File: src/rtl/spcp_cfg.svh
// Purpose: register map, field positions and reset values of the serial port
// Assumes: byte-wide registers on a 3-bit register port address
// Notes: definitions only
`ifndef SPCP_CFG_SVH
`define SPCP_CFG_SVH
// register offsets
`define SPCP_OFS_CTRL1 3'h0
`define SPCP_OFS_CTRL2 3'h1
`define SPCP_OFS_BAUD 3'h2
`define SPCP_OFS_STAT 3'h3
`define SPCP_OFS_DATA 3'h4
`define SPCP_OFS_IRQ_STAT 3'h5
`define SPCP_OFS_IRQ_MASK 3'h6
// spi_control_one fields
`define SPCP_C1_RXF_IE 7
`define SPCP_C1_SYS_EN 6
`define SPCP_C1_TXE_IE 5
`define SPCP_C1_ROLE 4
`define SPCP_C1_CLOCK_POLARITY 3
`define SPCP_C1_CLOCK_PHASE 2
`define SPCP_C1_SELECT_OUTPUT_ENABLE 1
`define SPCP_C1_LSBF 0
// spi_control_two fields
`define SPCP_C2_FAULT_EN 4
`define SPCP_C2_DRIVE 3
`define SPCP_C2_WAIT 1
`define SPCP_C2_SWIRE 0
`define SPCP_C2_IMPL 8'h1b
// status register fields
`define SPCP_ST_RXF 7
`define SPCP_ST_TXE 5
`define SPCP_ST_FAULT 4
// baud register implemented bits
`define SPCP_BAUD_IMPL 8'h77
// interrupt status / mask bit positions
`define SPCP_IRQ_RXF 0
`define SPCP_IRQ_FAULT 1
`define SPCP_IRQ_TXE 2
// reset values
`define SPCP_RST_CTRL1 8'h00
`define SPCP_RST_CTRL2 8'h00
`define SPCP_RST_BAUD 8'h00
`define SPCP_RST_MASK 3'h0
// link figures
`define SPCP_LAST_EDGE 4'hf
`define SPCP_DIV_W 11
`endif

File: src/rtl/spcp_pkg.sv
// Purpose: shared types of the serial port block
// Assumes: constants live in spcp_cfg.svh
// Notes: types only
package spcp_pkg;
  // master sequencer states
  typedef enum logic [1:0] {
    SPCP_IDLE,
    SPCP_RUN,
    SPCP_TAIL
  } spcp_state_e;
  typedef logic [7:0] spcp_byte_t;
endpackage

File: src/rtl/spcp_top.sv
// Purpose: serial peripheral port with control registers and pin muxing
// Assumes: one 100 MHz clock; link pins sampled by three flops
// Notes: output enables are active low; registers on a plain port
// Overview of operation
// - slave uses select pin as low-true select
// - master without fault function releases select pin
// - master fault function: fault input or select output
// - stop modes disable; deep stop resets all but pin synchronisers, read data and transmit buffer
// - light stop freezes state, resumes afterwards
// - receive-full/fault interrupt gated by bit 7
// - clearing enable aborts, flushes, sets transmit empty
// - transmit-empty interrupt gated by bit 5
// - bit 4 picks slave or clock-making master
// - bit 3 inverts clock idle level
// - bit 2 picks first edge mid or start
// - bit 0 picks msb or lsb first
// - slave ignores fault enable and output select
// - single-wire: drive bit steers shared pin direction
// - single-wire uses own-side data pin only
// - wait-stop bit freezes clocks in wait
// - unimplemented control-two bits read zero
//
// Design decisions made here: the plain strobed port and the register addresses.
`timescale 1ns/1ps
`include "spcp_cfg.svh"
module spcp_top
  import spcp_pkg::*;
(
  input wire logic clk_i, // 100 MHz clock
  input wire logic rstn_i, // synchronous reset, active low
  input wire logic [2:0] addr_i, // register address
  input wire logic [7:0] wdata_i, // register write data
  input wire logic wr_i, // write strobe
  input wire logic rd_i, // read strobe
  output logic [7:0] rdata_o, // read data, cycle after strobe
  output logic irq_o, // level interrupt
  input wire logic stop_deep_i, // deepest stop modes active
  input wire logic stop_light_i, // light stop mode active
  input wire logic wait_i, // processor in wait mode
  input wire logic sclk_i, // serial_clock_pin level
  output logic sclk_o, // serial_clock_pin drive value
  output logic sclk_oe_n_o, // serial_clock_pin enable, low drives
  input wire logic mosi_i, // master-out pin level
  output logic mosi_o, // master-out pin drive value
  output logic mosi_oe_n_o, // master-out pin enable, low drives
  input wire logic miso_i, // master-in pin level
  output logic miso_o, // master-in pin drive value
  output logic miso_oe_n_o, // master-in pin enable, low drives
  input wire logic ss_n_i, // select pin level
  output logic ss_n_o, // select pin drive value
  output logic ss_n_oe_n_o // select pin enable, low drives
);

  // deep stop powers the block down: same effect as reset, except on pin synchronisers and read data
  logic clr_all; // combined reset
  assign clr_all = !rstn_i || stop_deep_i;

  // input synchronisers: {select, miso, mosi, sclk}
  logic [3:0] pin_raw; // raw pin levels
  logic [3:0] s1_r; // first stage, read by s2 only
  logic [3:0] s2_r; // second stage
  logic [3:0] s3_r; // third stage
  logic [3:0] pin_f_r; // filtered pin levels
  assign pin_raw = {ss_n_i, miso_i, mosi_i, sclk_i};

  genvar g;
  generate
    for (g = 0; g < 4; g = g + 1) begin : g_sync
      // change accepted once stages two and three agree
      always_ff @(posedge clk_i) begin
        if (!rstn_i) begin
          s1_r[g] <= 1'b1;
          s2_r[g] <= 1'b1;
          s3_r[g] <= 1'b1;
          pin_f_r[g] <= 1'b1;
        end else begin
          s1_r[g] <= pin_raw[g];
          s2_r[g] <= s1_r[g];
          s3_r[g] <= s2_r[g];
          if (s2_r[g] == s3_r[g]) begin
            pin_f_r[g] <= s3_r[g];
          end
        end
      end
    end
  endgenerate

  logic sck_f, mosi_f, miso_f, ss_n_f; // filtered pins
  assign sck_f = pin_f_r[0];
  assign mosi_f = pin_f_r[1];
  assign miso_f = pin_f_r[2];
  assign ss_n_f = pin_f_r[3];

  // control registers
  spcp_byte_t ctrl1_r; // spi_control_one
  spcp_byte_t ctrl2_r; // spi_control_two
  spcp_byte_t baud_r; // divider setting
  logic [2:0] irq_stat_r; // sticky event bits
  logic [2:0] irq_mask_r; // interrupt mask

  logic rxf_ie, sys_en, txe_ie, master, clock_polarity, clock_phase, select_output_enable, lsbf;
  logic fault_en, drive_en, wait_stop, swire;
  assign rxf_ie = ctrl1_r[`SPCP_C1_RXF_IE];
  assign sys_en = ctrl1_r[`SPCP_C1_SYS_EN];
  assign txe_ie = ctrl1_r[`SPCP_C1_TXE_IE];
  assign master = ctrl1_r[`SPCP_C1_ROLE];
  assign clock_polarity = ctrl1_r[`SPCP_C1_CLOCK_POLARITY];
  assign clock_phase = ctrl1_r[`SPCP_C1_CLOCK_PHASE];
  assign select_output_enable = ctrl1_r[`SPCP_C1_SELECT_OUTPUT_ENABLE];
  assign lsbf = ctrl1_r[`SPCP_C1_LSBF];
  assign fault_en = ctrl2_r[`SPCP_C2_FAULT_EN];
  assign drive_en = ctrl2_r[`SPCP_C2_DRIVE];
  assign wait_stop = ctrl2_r[`SPCP_C2_WAIT];
  assign swire = ctrl2_r[`SPCP_C2_SWIRE];

  // register port decode
  logic wr_c1, wr_c2, wr_bd, wr_dat, wr_ist, wr_imk, rd_st, rd_dat;
  assign wr_c1 = wr_i && (addr_i == `SPCP_OFS_CTRL1);
  assign wr_c2 = wr_i && (addr_i == `SPCP_OFS_CTRL2);
  assign wr_bd = wr_i && (addr_i == `SPCP_OFS_BAUD);
  assign wr_dat = wr_i && (addr_i == `SPCP_OFS_DATA);
  assign wr_ist = wr_i && (addr_i == `SPCP_OFS_IRQ_STAT);
  assign wr_imk = wr_i && (addr_i == `SPCP_OFS_IRQ_MASK);
  assign rd_st = rd_i && (addr_i == `SPCP_OFS_STAT);
  assign rd_dat = rd_i && (addr_i == `SPCP_OFS_DATA);

  // power state: stop modes disable; light stop, and wait with wait-stop set, freeze
  logic halt; // engine frozen this cycle
  logic pins_on; // block owns its pins
  assign halt = stop_light_i || (wait_i && wait_stop);
  assign pins_on = sys_en && !stop_light_i;

  // mode fault: master with select pin as fault input, pulled low
  logic fault_in; // fault detected this cycle
  assign fault_in = sys_en && !halt && master && fault_en && !select_output_enable &&
                    !ss_n_f;

  // spi_control_one; a fault drops the role bit even during a write
  always_ff @(posedge clk_i) begin
    if (clr_all) begin
      ctrl1_r <= `SPCP_RST_CTRL1;
    end else begin
      if (wr_c1) begin
        ctrl1_r <= wdata_i;
      end
      if (fault_in) begin
        ctrl1_r[`SPCP_C1_ROLE] <= 1'b0;
      end
    end
  end

  // spi_control_two and divider; unimplemented bits stay zero
  always_ff @(posedge clk_i) begin
    if (clr_all) begin
      ctrl2_r <= `SPCP_RST_CTRL2;
      baud_r <= `SPCP_RST_BAUD;
    end else begin
      if (wr_c2) begin
        ctrl2_r <= wdata_i & `SPCP_C2_IMPL;
      end
      if (wr_bd) begin
        baud_r <= wdata_i & `SPCP_BAUD_IMPL;
      end
    end
  end

  // half-bit divider: prescale (1..8) times 2^rate cycles
  logic [`SPCP_DIV_W-1:0] half_cnt; // cycles per clock half
  logic [`SPCP_DIV_W-1:0] div_r; // divider count
  logic tick; // one-cycle half-bit enable
  spcp_state_e st_r; // master sequencer state
  assign half_cnt = ({8'h00, baud_r[6:4]} + 11'h001) << baud_r[2:0];
  assign tick = (st_r != SPCP_IDLE) && !halt &&
                (div_r == half_cnt - 11'h001);

  always_ff @(posedge clk_i) begin
    if (clr_all || st_r == SPCP_IDLE || tick) begin
      div_r <= '0;
    end else if (!halt) begin
      div_r <= div_r + 11'h001;
    end
  end

  // slave clock edge detect on the filtered pin
  logic sck_prev_r; // previous filtered clock
  always_ff @(posedge clk_i) begin
    if (clr_all) begin
      sck_prev_r <= 1'b1;
    end else if (!halt) begin
      sck_prev_r <= sck_f;
    end
  end

  // shifter helpers
  function automatic spcp_byte_t shift_in(input spcp_byte_t v,
                                          input logic b,
                                          input logic lsb);
    shift_in = lsb ? {b, v[7:1]} : {v[6:0], b};
  endfunction

  spcp_byte_t sh_r; // shift register
  spcp_byte_t tx_buf_r; // transmit buffer
  spcp_byte_t rx_buf_r; // receive buffer
  logic tx_full_r; // transmit buffer holds data
  logic rx_full_r; // receive_full_flag
  logic fault_r; // mode_fault_flag
  logic [3:0] edge_r; // clock edge index within byte
  logic samp_r; // last sampled data bit
  logic sclk_r; // master clock level
  logic ss_out_r; // master automatic select level
  logic rxf_arm_r, txe_arm_r, flt_arm_r; // status read seen

  // slave selected only while enabled as slave and select low
  logic slv_sel; // slave participates
  assign slv_sel = sys_en && !master && !ss_n_f;

  logic edge_go; // a clock edge happens now
  logic is_samp; // this edge samples
  logic in_bit; // incoming data bit
  logic last_edge; // sixteenth edge of byte
  spcp_byte_t sh_new; // shifter after this edge
  assign edge_go = !halt && (master ? tick && (st_r == SPCP_RUN) :
                   slv_sel && (sck_f != sck_prev_r));
  assign is_samp = (edge_r[0] == clock_phase);
  assign in_bit = master ? (swire ? mosi_f : miso_f) :
                  (swire ? miso_f : mosi_f);
  assign last_edge = (edge_r == `SPCP_LAST_EDGE);
  assign sh_new = shift_in(sh_r, is_samp ? in_bit : samp_r, lsbf);

  logic byte_done; // byte completes this cycle
  logic m_start; // master loads a byte
  assign byte_done = edge_go && last_edge;
  assign m_start = sys_en && master && !halt && st_r == SPCP_IDLE &&
                   tx_full_r;

  // transfer engine: sequencer, shifter, buffers
  always_ff @(posedge clk_i) begin
    if (clr_all || !sys_en || fault_in) begin
      st_r <= SPCP_IDLE;
      edge_r <= 4'h0;
      sh_r <= '0;
      samp_r <= 1'b0;
      sclk_r <= clock_polarity;
      ss_out_r <= 1'b1;
      tx_full_r <= 1'b0;
      rx_buf_r <= '0;
    end else begin
      if (edge_go) begin
        edge_r <= edge_r + 4'h1;
        if (master) begin
          sclk_r <= !sclk_r;
        end
        if (is_samp) begin
          samp_r <= in_bit;
        end
        // clock_phase 1: the first edge only starts driving the first bit;
        // a sampling edge never moves the data line (hold hazard),
        // the last bit reaches the receive buffer through sh_new
        if (!is_samp && !(edge_r == 4'h0 && clock_phase)) begin
          sh_r <= sh_new;
        end
      end
      if (byte_done) begin
        rx_buf_r <= sh_new;
        if (master) begin
          st_r <= SPCP_TAIL;
        end
      end
      if (!master && !slv_sel) begin
        edge_r <= 4'h0; // deselect restarts the byte
      end
      if (!master && sys_en && !halt && tx_full_r &&
          (!slv_sel || byte_done)) begin
        sh_r <= tx_buf_r; // slave reload between bytes
        tx_full_r <= 1'b0;
      end else if (m_start) begin
        sh_r <= tx_buf_r;
        tx_full_r <= 1'b0;
        st_r <= SPCP_RUN;
        edge_r <= 4'h0;
        ss_out_r <= 1'b0;
      end else if (wr_dat && txe_arm_r && !tx_full_r) begin
        tx_buf_r <= wdata_i;
        tx_full_r <= 1'b1;
      end
      if (st_r == SPCP_TAIL && tick) begin
        st_r <= SPCP_IDLE;
        ss_out_r <= 1'b1;
      end
      if (st_r == SPCP_IDLE) begin
        sclk_r <= clock_polarity;
      end
    end
  end

  // receive_full_flag: set by a finished byte, wins over clear
  always_ff @(posedge clk_i) begin
    if (clr_all || !sys_en) begin
      rx_full_r <= 1'b0;
    end else if (byte_done) begin
      rx_full_r <= 1'b1;
    end else if (rd_dat && rxf_arm_r) begin
      rx_full_r <= 1'b0;
    end
  end

  // mode_fault_flag: cleared by status read then control-one write
  always_ff @(posedge clk_i) begin
    if (clr_all) begin
      fault_r <= 1'b0;
    end else if (fault_in) begin
      fault_r <= 1'b1;
    end else if (wr_c1 && flt_arm_r) begin
      fault_r <= 1'b0;
    end
  end

  // status-read arming for the two-step flag clears
  always_ff @(posedge clk_i) begin
    if (clr_all) begin
      rxf_arm_r <= 1'b0;
      txe_arm_r <= 1'b0;
      flt_arm_r <= 1'b0;
    end else begin
      if (rd_st) begin
        rxf_arm_r <= rx_full_r;
        txe_arm_r <= !tx_full_r;
        flt_arm_r <= fault_r;
      end else begin
        if (rd_dat) begin
          rxf_arm_r <= 1'b0;
        end
        if (wr_dat) begin
          txe_arm_r <= 1'b0;
        end
        if (wr_c1) begin
          flt_arm_r <= 1'b0;
        end
      end
    end
  end

  // sticky interrupt status: enabled flags set, write one clears
  logic [2:0] irq_ev; // events this cycle
  assign irq_ev[`SPCP_IRQ_RXF] = rxf_ie && rx_full_r;
  assign irq_ev[`SPCP_IRQ_FAULT] = rxf_ie && fault_r;
  assign irq_ev[`SPCP_IRQ_TXE] = txe_ie && !tx_full_r;

  always_ff @(posedge clk_i) begin
    if (clr_all) begin
      irq_stat_r <= 3'h0;
      irq_mask_r <= `SPCP_RST_MASK;
    end else begin
      // set wins over a clear in the same cycle
      irq_stat_r <= (irq_stat_r & ~(wr_ist ? wdata_i[2:0] : 3'h0)) |
                    irq_ev;
      if (wr_imk) begin
        irq_mask_r <= wdata_i[2:0];
      end
    end
  end
  assign irq_o = |(irq_stat_r & irq_mask_r);

  // read data stand only in the cycle after the strobe
  always_ff @(posedge clk_i) begin
    if (!rstn_i || !rd_i) begin
      rdata_o <= 8'h00;
    end else begin
      case (addr_i)
        `SPCP_OFS_CTRL1: rdata_o <= ctrl1_r;
        `SPCP_OFS_CTRL2: rdata_o <= ctrl2_r & `SPCP_C2_IMPL;
        `SPCP_OFS_BAUD: rdata_o <= baud_r;
        `SPCP_OFS_STAT: begin
          rdata_o <= 8'h00;
          rdata_o[`SPCP_ST_RXF] <= rx_full_r;
          rdata_o[`SPCP_ST_TXE] <= !tx_full_r;
          rdata_o[`SPCP_ST_FAULT] <= fault_r;
        end
        `SPCP_OFS_DATA: rdata_o <= rx_buf_r;
        `SPCP_OFS_IRQ_STAT: rdata_o <= {5'h00, irq_stat_r};
        `SPCP_OFS_IRQ_MASK: rdata_o <= {5'h00, irq_mask_r};
        default: rdata_o <= 8'h00; // unmapped reads zero
      endcase
    end
  end

  // pin muxing; a released pin goes back to port control
  logic dbit; // outgoing data bit
  assign dbit = lsbf ? sh_r[0] : sh_r[7];
  assign sclk_o = sclk_r;
  assign mosi_o = dbit;
  assign miso_o = dbit;
  assign ss_n_o = ss_out_r;
  assign sclk_oe_n_o = !(pins_on && master);

  // master data out pin, or shared pin in single-wire mode
  assign mosi_oe_n_o = !(pins_on && master &&
                         (!swire || drive_en));

  // slave data out pin, driven only while selected
  assign miso_oe_n_o = !(pins_on && slv_sel &&
                         (!swire || drive_en));

  // select output only as master with fault function and select_output_enable
  assign ss_n_oe_n_o = !(pins_on && master && fault_en &&
                         select_output_enable);

endmodule

File: config.mk
export PLATFORM = sky130hd
export DESIGN_NAME = spcp_top
export DESIGN_NICKNAME = d
export VERILOG_FILES = /design/src/rtl/spcp_pkg.sv /design/src/rtl/spcp_top.sv
export VERILOG_INCLUDE_DIRS = /design/src /design/src/rtl
export SDC_FILE = /design/constraint.sdc
export NUM_CORES = 1
export LEC_CHECK = 0
export ABC_AREA = 1
export BUFFER_PORTS_ARGS = -buffer_cell sky130_fd_sc_hd__buf_2
export CAP_MARGIN = 20
export CORE_MARGIN = 4
export CORE_UTILIZATION = 25
export CTS_CLUSTER_DIAMETER = 150
export DETAILED_ROUTE_END_ITERATION = 6
export PLACE_DENSITY = 0.37
export SYNTH_ARGS = -nofsm -noshare
export SYNTH_HDL_FRONTEND = slang
export SYNTH_SLANG_ARGS = --single-unit
File: constraint.sdc
create_clock -name clk_i -period 3.7 [get_ports clk_i]
set_input_delay 0.555 -clock clk_i [delete_from_list [all_inputs] [get_ports clk_i]]
set_output_delay 0.555 -clock clk_i [all_outputs]
set_load 0.1 [all_outputs]
== Word level (Yosys, flattened, before mapping) ==
Cells that the tools add are included.
Cells by class
  add/sub/neg operators: 4
  eq/ne operators: 16
  shift operators: 1
  multiplexer cells: 35
  bitwise logic cells: 7
  reductions and logical operators: 95
Operators with widths (count)
  case mux 8 bit (7 select lines): 1
  logical AND 1 bit: 47
  2-to-1 mux 8 bit: 5
  2-to-1 mux 1 bit: 20
  logical NOT 1 bit: 18
  2-to-1 mux 4 bit: 4
  nonzero test 2 bit: 6
  nonzero test 3 bit: 4
  adder 11 x 1 -> 11 bit (second input constant): 1
  equality test 11 bit: 1
  << shifter 4 x 3 -> 11 bit: 1
  subtractor 11 x 1 -> 11 bit (second input constant): 1
  equality test 3 bit (second input constant): 3
  logical OR 1 bit: 9
  2-to-1 mux 2 bit: 4
  bitwise AND 3 bit: 2
  equality test 3 x 2 -> 1 bit (second input constant): 2
  AND reduction 2 bit: 3
  OR reduction 3 bit: 2
  equality test 1 bit: 5
  adder 3 x 1 -> 4 bit (second input constant): 1
  adder 4 x 1 -> 4 bit (second input constant): 1
  equality test 4 bit (second input constant): 1
  logical NOT 4 bit: 1
  12 further kinds: 15
Storage, ports and cells
  register bits: 99
  bits of input ports: 22
  output and inout bits: 17
  logic and storage cells: 197

== Depth between registers and ports, before layout ==
Gate-level depths: netlist of the first run.
  depth in word-level cells: 13
  mapped depth: 25
  mapped depth without buffers: 24

== Worst setup path before layout of the first run ==
No wires, ideal clock.
  path type: register to output
  from: register ctrl1_r[0]
  to: output port mosi_o
  arrival time: 3.181 ns
  required time: 3.145 ns
  path slack: -0.036 ns
  stages on the path, launching flop included: 4
  buffers on the path: 1
  path through: dfxtp_1 -> inv_1 -> o21ai_0 -> buf_4
Between the ends
  word-level cells in the longest chain between the ends: 1
Ends and longest elaborated chain
  from (decl): line spcp_top.sv:95  | spcp_byte_t ctrl1_r;
  from (signal assigned): line spcp_top.sv:141  | ctrl1_r <= `SPCP_RST_CTRL1;
  from (signal assigned): line spcp_top.sv:144  | ctrl1_r <= wdata_i;
  2-to-1 mux 1 bit: line spcp_top.sv:389  | assign dbit = lsbf ? sh_r[0] : sh_r[7];
  to (decl): line spcp_top.sv:44  | output logic mosi_o,
Every way passes these cells.

== Worst setup path in the final report of the first run ==
  from: register baud_r[4]
  to: register sh_r[7]
Between the ends
  word-level cells in the longest chain between the ends: 13
  elaborated cells between the ends (all ways): 15
  classes of those cells: 2 x add/sub; 1 x eq/ne; 1 x shift; 2 x mux; 9 x reduce/logical
Ends and longest elaborated chain
  from (decl): line spcp_top.sv:97  | spcp_byte_t baud_r;
  from (signal assigned): line spcp_top.sv:156  | baud_r <= `SPCP_RST_BAUD;
  from (signal assigned): line spcp_top.sv:162  | baud_r <= wdata_i & `SPCP_BAUD_IMPL;
  adder 3 x 1 -> 4 bit (*): line spcp_top.sv:172  | assign half_cnt = ({8'h00, baud_r[6:4]} + 11'h001) << baud_r[2:0];
  << shifter 4 x 3 -> 11 bit (*): line spcp_top.sv:172
  subtractor 11 x 1 -> 11 bit (*): line spcp_top.sv:174  | (div_r == half_cnt - 11'h001);
  equality test 11 bit (*): line spcp_top.sv:174
  logical AND 1 bit (*): line spcp_top.sv:173  | assign tick = (st_r != SPCP_IDLE) && !halt &&
  logical AND 1 bit (*): line spcp_top.sv:222  | assign edge_go = !halt && (master ? tick && (st_r == SPCP_RUN) :
  2-to-1 mux 1 bit (*): line spcp_top.sv:222
  logical AND 1 bit (*): line spcp_top.sv:222
  logical AND 1 bit: line spcp_top.sv:232  | assign byte_done = edge_go && last_edge;
  logical OR 1 bit: line spcp_top.sv:273  | (!slv_sel || byte_done)) begin
  logical AND 1 bit: line spcp_top.sv:272  | if (!master && sys_en && !halt && tx_full_r &&
  nonzero test 3 bit (no source line)
  AND reduction 2 bit (no source line)
  to (signal assigned): line spcp_top.sv:260  | sh_r <= sh_new;
  to (signal assigned): line spcp_top.sv:274  | sh_r <= tx_buf_r;
  to (signal assigned): line spcp_top.sv:277  | sh_r <= tx_buf_r;
  to (decl): line spcp_top.sv:201  | spcp_byte_t sh_r;
Every way passes the cells marked *; elsewhere a longest branch is shown, timed or not.
A chain may end at the register's enable or synchronous reset.

==> results of run 1 <==
layout make-up:
| cell class | count | share of cell area |
|---|---|---|
| flip-flops and latches | 99 | 0.352 |
| clock buffers | 10 | 0.0406 |
| well taps | 265 | 0.0564 |
| inverters | 92 | 0.0591 |
| repair buffers | 52 | 0.0502 |
| multi-input cells | 485 | 0.431 |
| clock inverters | 6 | 0.0108 |
sequential cells by signal, summed over array words and instances, names as in the netlist, 2 cells and up:
register    count
div_r          11
ctrl1_r         8
rdata_o         8
rx_buf_r        8
sh_r            8
tx_buf_r        8
baud_r          6
ctrl2_r         4
edge_r          4
s1_r            4
s2_r            4
s3_r            4
irq_mask_r      3
irq_stat_r      3
st_r            2
metal layers:
metal  vias up  track usage  share of wire
li1       2366            -              -
met1      2110        0.213           0.53
met2        71        0.204           0.41
met3        12       0.0282          0.036
met4         0       0.0421          0.015
met5         -            0              0
through the flow:
stage / total power [W] / hold slack [ns]
after CTS: 0.00224 / 0.365
final: 0.00220 / 0.383
after global routing: 0.00229 / 0.374
after global placement: 0.00124 / 0.397
after detailed placement: 0.00124 / 0.397
after floorplan: 0.00119 / 0.393
cells in the mapped netlist (all sizes together), types with 2 or more instances:
| library cell | count | area share |
|---|---|---|
| o221ai | 4 | 0.0070 |
| clkinv | 2 | 0.0015 |
| o22ai | 3 | 0.0037 |
| o211ai | 2 | 0.0030 |
| a211oi | 4 | 0.0060 |
| or2 | 15 | 0.019 |
| nand2 | 165 | 0.13 |
| a31oi | 3 | 0.0037 |
| nand3 | 59 | 0.070 |
| ha | 5 | 0.012 |
| nor3b | 3 | 0.0045 |
| clkbuf | 8 | 0.0060 |
| buf | 7 | 0.010 |
| inv | 90 | 0.068 |
| nor4 | 2 | 0.0025 |
| xnor2 | 2 | 0.0035 |
| nor2 | 59 | 0.051 |
| xor2 | 13 | 0.023 |
| a221oi | 2 | 0.0035 |
| a21oi | 62 | 0.065 |
| nand4 | 15 | 0.022 |
| dfxtp | 90 | 0.36 |
| o21ai | 53 | 0.054 |
| edfxtp | 9 | 0.054 |
| nor3 | 9 | 0.010 |
power by group through the flow:
stage | clock network (W) | registers [W] | logic [W]
floorplan | 0 | 0.00112 | 0.0000690
global placement | 0 | 0.00112 | 0.000120
detailed placement | 0 | 0.00112 | 0.000120
CTS | 0.00102 | 0.00110 | 0.000121
global route | 0.00106 | 0.00110 | 0.000134
finish | 0.000981 | 0.00110 | 0.000120
placed cells by master (no fill, tap or decap), types with 3 or more instances in the layout:
cell	n
a211oi_1	4
a21oi_1	59
a31oi_1	3
buf_2	38
buf_4	14
clkbuf_16	9
clkinv_1	3
dfxtp_1	90
edfxtp_1	9
ha_1	5
inv_1	80
inv_2	9
nand2_1	154
nand2_2	8
nand2_4	3
nand3_1	49
nand3_2	9
nand4_1	14
nor2_1	51
nor2_2	5
nor2_4	3
nor3_1	8
nor3b_1	3
o21ai_0	48
o21ai_1	3
o221ai_1	4
o22ai_1	3
or2_2	13
xor2_1	13
cells by family after synthesis:
group,share of synthesized area
xor gates and xnor gates,0.0261
adders and majority gates,0.0124
and+or+nand+nor,0.311
DFF,0.412
muxes,0.00199
AOI/OAI and AO/OA,0.151
buffers and inverters,0.0856
worst max-delay path by stage:
stage / from / to
after global routing: baud_r[4]$_SDFFE_PP0P_ / sh_r[6]$_SDFFE_PP0P_
after floorplan: ctrl1_r[0]$_SDFFE_PP0P_ / mosi_o
after global placement: baud_r[4]$_SDFFE_PP0P_ / sh_r[2]$_SDFFE_PP0P_
after CTS: baud_r[4]$_SDFFE_PP0P_ / sh_r[2]$_SDFFE_PP0P_
final: baud_r[4]$_SDFFE_PP0P_ / sh_r[7]$_SDFFE_PP0P_
after detailed placement: baud_r[4]$_SDFFE_PP0P_ / sh_r[2]$_SDFFE_PP0P_
==> summary.md, run 1 <==
| Metric | Value |
|---|---|
| Startpoint types | flip-flop |
| Max-slew violations | 0 |
| GRT overflow | 0 |
| RSZ-0062 raised after global routing | false |
| Area occupied by multi-input gates | 2530 um^2 |
| CP Capture Type | flip-flop |
| Switching share of power | 0.240 |
| Post-Layout Cell Count | 1009 |
| Hold EP | s1_r[2]$_SDFF_PN1_ |
| Post-DR vias/cell | 4.52 |
| Initial drt markers | 267 |
| # Post-CTS Setup Buffers | 0 |
| WL final | 15100 um |
| Share of cells above drive strength 1 | 0.171 |
| WP data required | 3.95 ns |
| Outcome | finished clean |
| Sequential area share after synthesis | 0.412 |
| Synth Area per Inst | 7.28 um^2 |
| Critical-path top delay cell | dfxtp_1 |
| Min-Delay Startpoint | miso_i |
| Comb pwr share | 0.055 |
| Register-to-register setup slack | 0.49 ns |
| Worst path arrival time | 3.45 ns |
| PnR worst setup slack | 0.495 ns |
| Slew @ Worst Pin | 0.666 ns |
| TritonCTS Buffers | 9 |
| Fin util | 0.299 |
| Top_reg_cell synth | dfxtp_1 |
| Final min period | 3.21 ns |
| WP buf/inv | 0 |
| Post-Syn Area | 5030 um^2 |
| Setup TNS | 0 ns |
| Gr usage total | 0.142 |
| Post-synth cell types | 48 |
| Setup CP Type | reg -> reg |
| Net Sw Power | 0.000527 W |
| Fill cell count | 2206 |
| Min-delay worst type | in -> reg |
| CTS H-tree lvls | 3 |
| Clk pwr share | 0.447 |
| Initial Util | 0.256 |
| Die W | 150 um |
| Placed Area | 5570 um^2 |
| Average wire per standard cell | 15.0 um |
| Root Buffer | clkbuf_16 |
| Tcrit/Tclk final | 0.866 |
| Reg power frac | 0.499 |
| Largest net degree at the start of global routing | 24 |
| DRC | 0 |
| Cells after Synth | 691 |
| Seq cells post-synth | 99 |
| Synth Net Count | 718 |
| Slew HR | 0.555 |
| TritonCTS clock tree | yes |
| Internal power | 0.00167 W |
| Reg-to-reg critical path startpoint | baud_r[4]$_SDFFE_PP0P_ |
| Vias | 4559 |
| IR drop worst, VDD | 0.253 mV |
| # rows | 51 |
| # setup viols final | 0 |
| Pwr/cell area | 373 nW/um^2 |
| Vias in the first global route | 4438 |
| Crit-path max cell delay | 0.41 ns |
| F_max | 0.312 GHz |
| Critical path's most frequent cell | nor2_1 |
| Initial antenna violation count | 0 |
| GP Congestion | 0.856 |
| Synth warn | 0 |
| Die height | 150 um |
| Clock Pin Slew Worst Setup and Hold Paths | 0.08 ns |
| Hold path cells | 2 |
| IO Count | 39 |
| Clock sink count | 99 |
| Crit. path cell count | 24 |
| I/O Buffers | 38 |
| Reg area | 2070 um^2 |
| First-pass GRT wire length | 24600 um |
| Setup slack at placement | 0.444 ns |
| Die area | 22500 um^2 |
| Crit path max-delay family | simple AND/OR/NAND/NOR gates |
| Max-cap viol count | 0 |
| Post-DP HPWL | 11900 um |
| Hold-fix buffers, CTS | 0 |
| Cell area after layout | 5880 um^2 |
| Leakage | 2.23 nW |
| Longest Clk Path Bufs | 2 |
| Placed instance count | 993 |
| Clock Skew | 0.0144 ns |
| Nets | 766 |
| Area growth, synth to finish | 16.9% |
| EDFF count, synth | 9 |
| Core area | 19700 um^2 |
| Antenna-violating nets left | 0 |
| Clk_lat worst skew | 0.36 ns |
| Pre-Repair DR Iteration Count | 4 |
| RR Endpoint | sh_r[7]$_SDFFE_PP0P_ |
| Synth async-reset ratio | 0 |
| Critical Path, Cell by Cell | ha_1 > o21ai_2 > nor2_2 > nand2_2 > ha_1 > nor2_1 > nor2_1 > nand4_1 > nor2_1 > nand2_1 > nor2_1 > nand3_1 > nor2_1 > nand2_1 > nor2_4 > nand3_2 > nand2_4 > nand4_4 > nand2_2 > nand2_4 > nand2_4 > nand2_1 > nand2_1 > a21oi_1 |
| Final hold vios | 0 |
| ANT cells | 0 |
| Cells on worst reg2reg path | 24 |
| CP Max Fanout | 17 |
| Resized cells post-CTS | 0 |
Note: power is estimated with default switching activity, not from simulation.
==> run 2: changes to the inputs <==
--- a/config.mk
+++ b/config.mk
@@ -7,6 +7,7 @@
 export NUM_CORES = 1
 export LEC_CHECK = 0
 export ABC_AREA = 1
+export ABC_CLOCK_PERIOD_IN_PS = 3700
 export BUFFER_PORTS_ARGS = -buffer_cell sky130_fd_sc_hd__buf_2
 export CAP_MARGIN = 20
 export CORE_MARGIN = 4
@@ -14,6 +15,7 @@
 export CTS_CLUSTER_DIAMETER = 150
 export DETAILED_ROUTE_END_ITERATION = 6
 export PLACE_DENSITY = 0.37
+export REMOVE_ABC_BUFFERS = 1
 export SYNTH_ARGS = -nofsm -noshare
 export SYNTH_HDL_FRONTEND = slang
 export SYNTH_SLANG_ARGS = --single-unit
==> summary.md, run 2 (synthesis results as in run 1) <==
| Metric | Value |
|---|---|
| Die W | 150 um (unchanged) |
| CP Max Fanout | 17 (unchanged) |
| Final min period | 3.25 ns (was 3.21 ns) |
| Outcome | finished clean (unchanged) |
| Post-DP HPWL | 11600 um (was 11900 um) |
| Net Sw Power | 0.000518 W (was 0.000527 W) |
| Initial drt markers | 303 (was 267) |
| Max-slew violations | 0 (unchanged) |
| Crit path max-delay family | simple AND/OR/NAND/NOR gates (unchanged) |
| First-pass GRT wire length | 23700 um (was 24600 um) |
| Setup CP Type | reg -> reg (unchanged) |
| ANT cells | 0 (unchanged) |
| Vias | 4552 (was 4559) |
| Max-cap viol count | 0 (unchanged) |
| Biggest register | div_r (unchanged) |
| Startpoint types | flip-flop (unchanged) |
| Vias in the first global route | 4340 (was 4438) |
| I/O Buffers | 38 (unchanged) |
| WP data required | 3.95 ns (about the same) |
| Fin util | 0.296 (was 0.299) |
| Longest Clk Path Bufs | 2 (unchanged) |
| Final hold vios | 0 (unchanged) |
| CP Capture Type | flip-flop (unchanged) |
| Tcrit/Tclk final | 0.879 (was 0.866) |
| TritonCTS clock tree | yes (unchanged) |
| Critical-path top delay cell | dfxtp_1 (unchanged) |
| Initial Util | 0.256 (unchanged) |
| Hold-fix buffers, CTS | 0 (unchanged) |
| Clock sink count | 99 (unchanged) |
| Met1 Use GR | 0.193 (was 0.213) |
| Clk pwr share | 0.423 (was 0.447) |
| Pre-Repair DR Iteration Count | 5 (was 4) |
| Share of cells above drive strength 1 | 0.165 (was 0.171) |
| GP Congestion | 0.851 (was 0.856) |
| TritonCTS Buffers | 9 (unchanged) |
| Worst path arrival time | 3.50 ns (was 3.45 ns) |
| Reg power frac | 0.522 (was 0.499) |
| Placed Area | 5540 um^2 (was 5570 um^2) |
| IO Count | 39 (unchanged) |
| # setup viols final | 0 (unchanged) |
| Die height | 150 um (unchanged) |
| Met3 Usage GRT | 0.0260 (was 0.0282) |
| Root Buffer | clkbuf_16 (unchanged) |
| Grt met2 use | 0.210 (was 0.204) |
| Clk_lat worst skew | 0.35 ns (was 0.36 ns) |
| Slew HR | 0.497 (was 0.555) |
| Pwr/cell area | 361 nW/um^2 (was 373 nW/um^2) |
| Leakage | 2.19 nW (was 2.23 nW) |
| Most frequent cells in the layout | nand2_1 (154), dfxtp_1 (90), inv_1 (80) (unchanged) |
| Core area | 19700 um^2 (unchanged) |
| Placed instance count | 989 (was 993) |
| Setup TNS | 0 ns (unchanged) |
| Clock Pin Slew Worst Setup and Hold Paths | 0.07 ns (was 0.08 ns) |
| # rows | 51 (unchanged) |
| Die area | 22500 um^2 (unchanged) |
| Post-Layout Cell Count | 1005 (was 1009) |
| WP buf/inv | 0 (unchanged) |
| Critical Path, Cell by Cell | ha_1 > o21ai_2 > nor2_2 > nand2_2 > ha_1 > nor2_1 > nor2_1 > nand4_1 > nor2_1 > nand2_1 > nor2_1 > nand3_1 > nor2_1 > nand2_1 > nor2_4 > nand3_2 > nand2_4 > nand4_4 > nand2_2 > nand2_4 > nand2_2 > nand2_1 > nand2_1 > a21oi_2 (was ha_1 > o21ai_2 > nor2_2 > nand2_2 > ha_1 > nor2_1 > nor2_1 > nand4_1 > nor2_1 > nand2_1 > nor2_1 > nand3_1 > nor2_1 > nand2_1 > nor2_4 > nand3_2 > nand2_4 > nand4_4 > nand2_2 > nand2_4 > nand2_4 > nand2_1 > nand2_1 > a21oi_1) |
| CTS H-tree lvls | 3 (unchanged) |
| # Post-CTS Setup Buffers | 0 (unchanged) |
| Switching share of power | 0.247 (was 0.240) |
| Clock Skew | 0.0109 ns (was 0.0144 ns) |
| Comb pwr share | 0.055 (about the same) |
| Critical path's most frequent cell | nor2_1 (unchanged) |
| DRC | 0 (unchanged) |
| Min-delay worst type | in -> reg (unchanged) |
| GRT overflow | 0 (unchanged) |
| Post-DR vias/cell | 4.53 (was 4.52) |
| Slew @ Worst Pin | 0.749 ns (was 0.666 ns) |
| IR drop worst, VDD | 0.187 mV (was 0.253 mV) |
| Resized cells post-CTS | 0 (unchanged) |
| Global routing's busiest layer | met2 (was met1) |
| F_max | 0.308 GHz (was 0.312 GHz) |
| Area growth, synth to finish | 15.6% (was 16.9%) |
| Internal power | 0.00158 W (was 0.00167 W) |
| Crit-path max cell delay | 0.40 ns (was 0.41 ns) |
| Gr usage total | 0.135 (was 0.142) |
| Initial antenna violation count | 0 (unchanged) |
| Max reg flops | 11 (unchanged) |
| Average wire per standard cell | 14.6 um (was 15.0 um) |
| RSZ-0062 raised after global routing | false (unchanged) |
| Antenna-violating nets left | 0 (unchanged) |
| Nets | 762 (was 766) |
| Commonest non-fill, non-tap cell in the layout | nand2_1 (unchanged) |
| WL final | 14700 um (was 15100 um) |
| Cell area after layout | 5810 um^2 (was 5880 um^2) |
| Largest net degree at the start of global routing | 24 (unchanged) |
## run 2: through the flow
step	hold WS, ns	total power [W]	setup WS (ns)
3_5_place_dp	0.400	0.00124	0.445
6_report	0.391	0.00210	0.449
5_1_grt	0.375	0.00219	0.0280
3_3_place_gp	0.396	0.00124	0.496
4_1_cts	0.373	0.00214	0.439
2_1_floorplan	0.393	0.00119	-1.64
## run 2: worst paths after layout
kind | startpoint | cells past startpoint | end | slack, ns
setup / recovery | baud_r[4]$_SDFFE_PP0P_ | 24 | sh_r[2]$_SDFFE_PP0P_ | 0.45
hold / removal | miso_i | 2 | s1_r[2]$_SDFF_PN1_ | 0.39
setup reg to reg | baud_r[4]$_SDFFE_PP0P_ | 24 | sh_r[2]$_SDFFE_PP0P_ | 0.45
hold reg to reg | s1_r[2]$_SDFF_PN1_ | 1 | s2_r[2]$_SDFF_PN1_ | 0.42
## run 2: per-layer routing
metal | wire, um | up-vias
li1 | - | 2359
met2 | 6390 | 77
met4 | 161 | 0
met1 | 7470 | 2103
met3 | 689 | 13
met5 | 0 | -
## run 2: area by class of cell
cell class                 instances  area (um^2)
timing repair buffer              48          265
multi-input combinational        485         2530
clock inverter                     6         41.3
clock buffer                      10          229
fill                            2202        13800
tap                              265          332
inverter                          92          348
sequential                        99         2070
## run 2: power groups by stage
stage,Combinational (W),Clock (W),Sequential [W]
6_report,0.000116,0.000887,0.00110
2_1_floorplan,0.0000654,0,0.00112
4_1_cts,0.000118,0.000928,0.00110
5_1_grt,0.000131,0.000966,0.00110
3_3_place_gp,0.000117,0,0.00112
3_5_place_dp,0.000117,0,0.00112
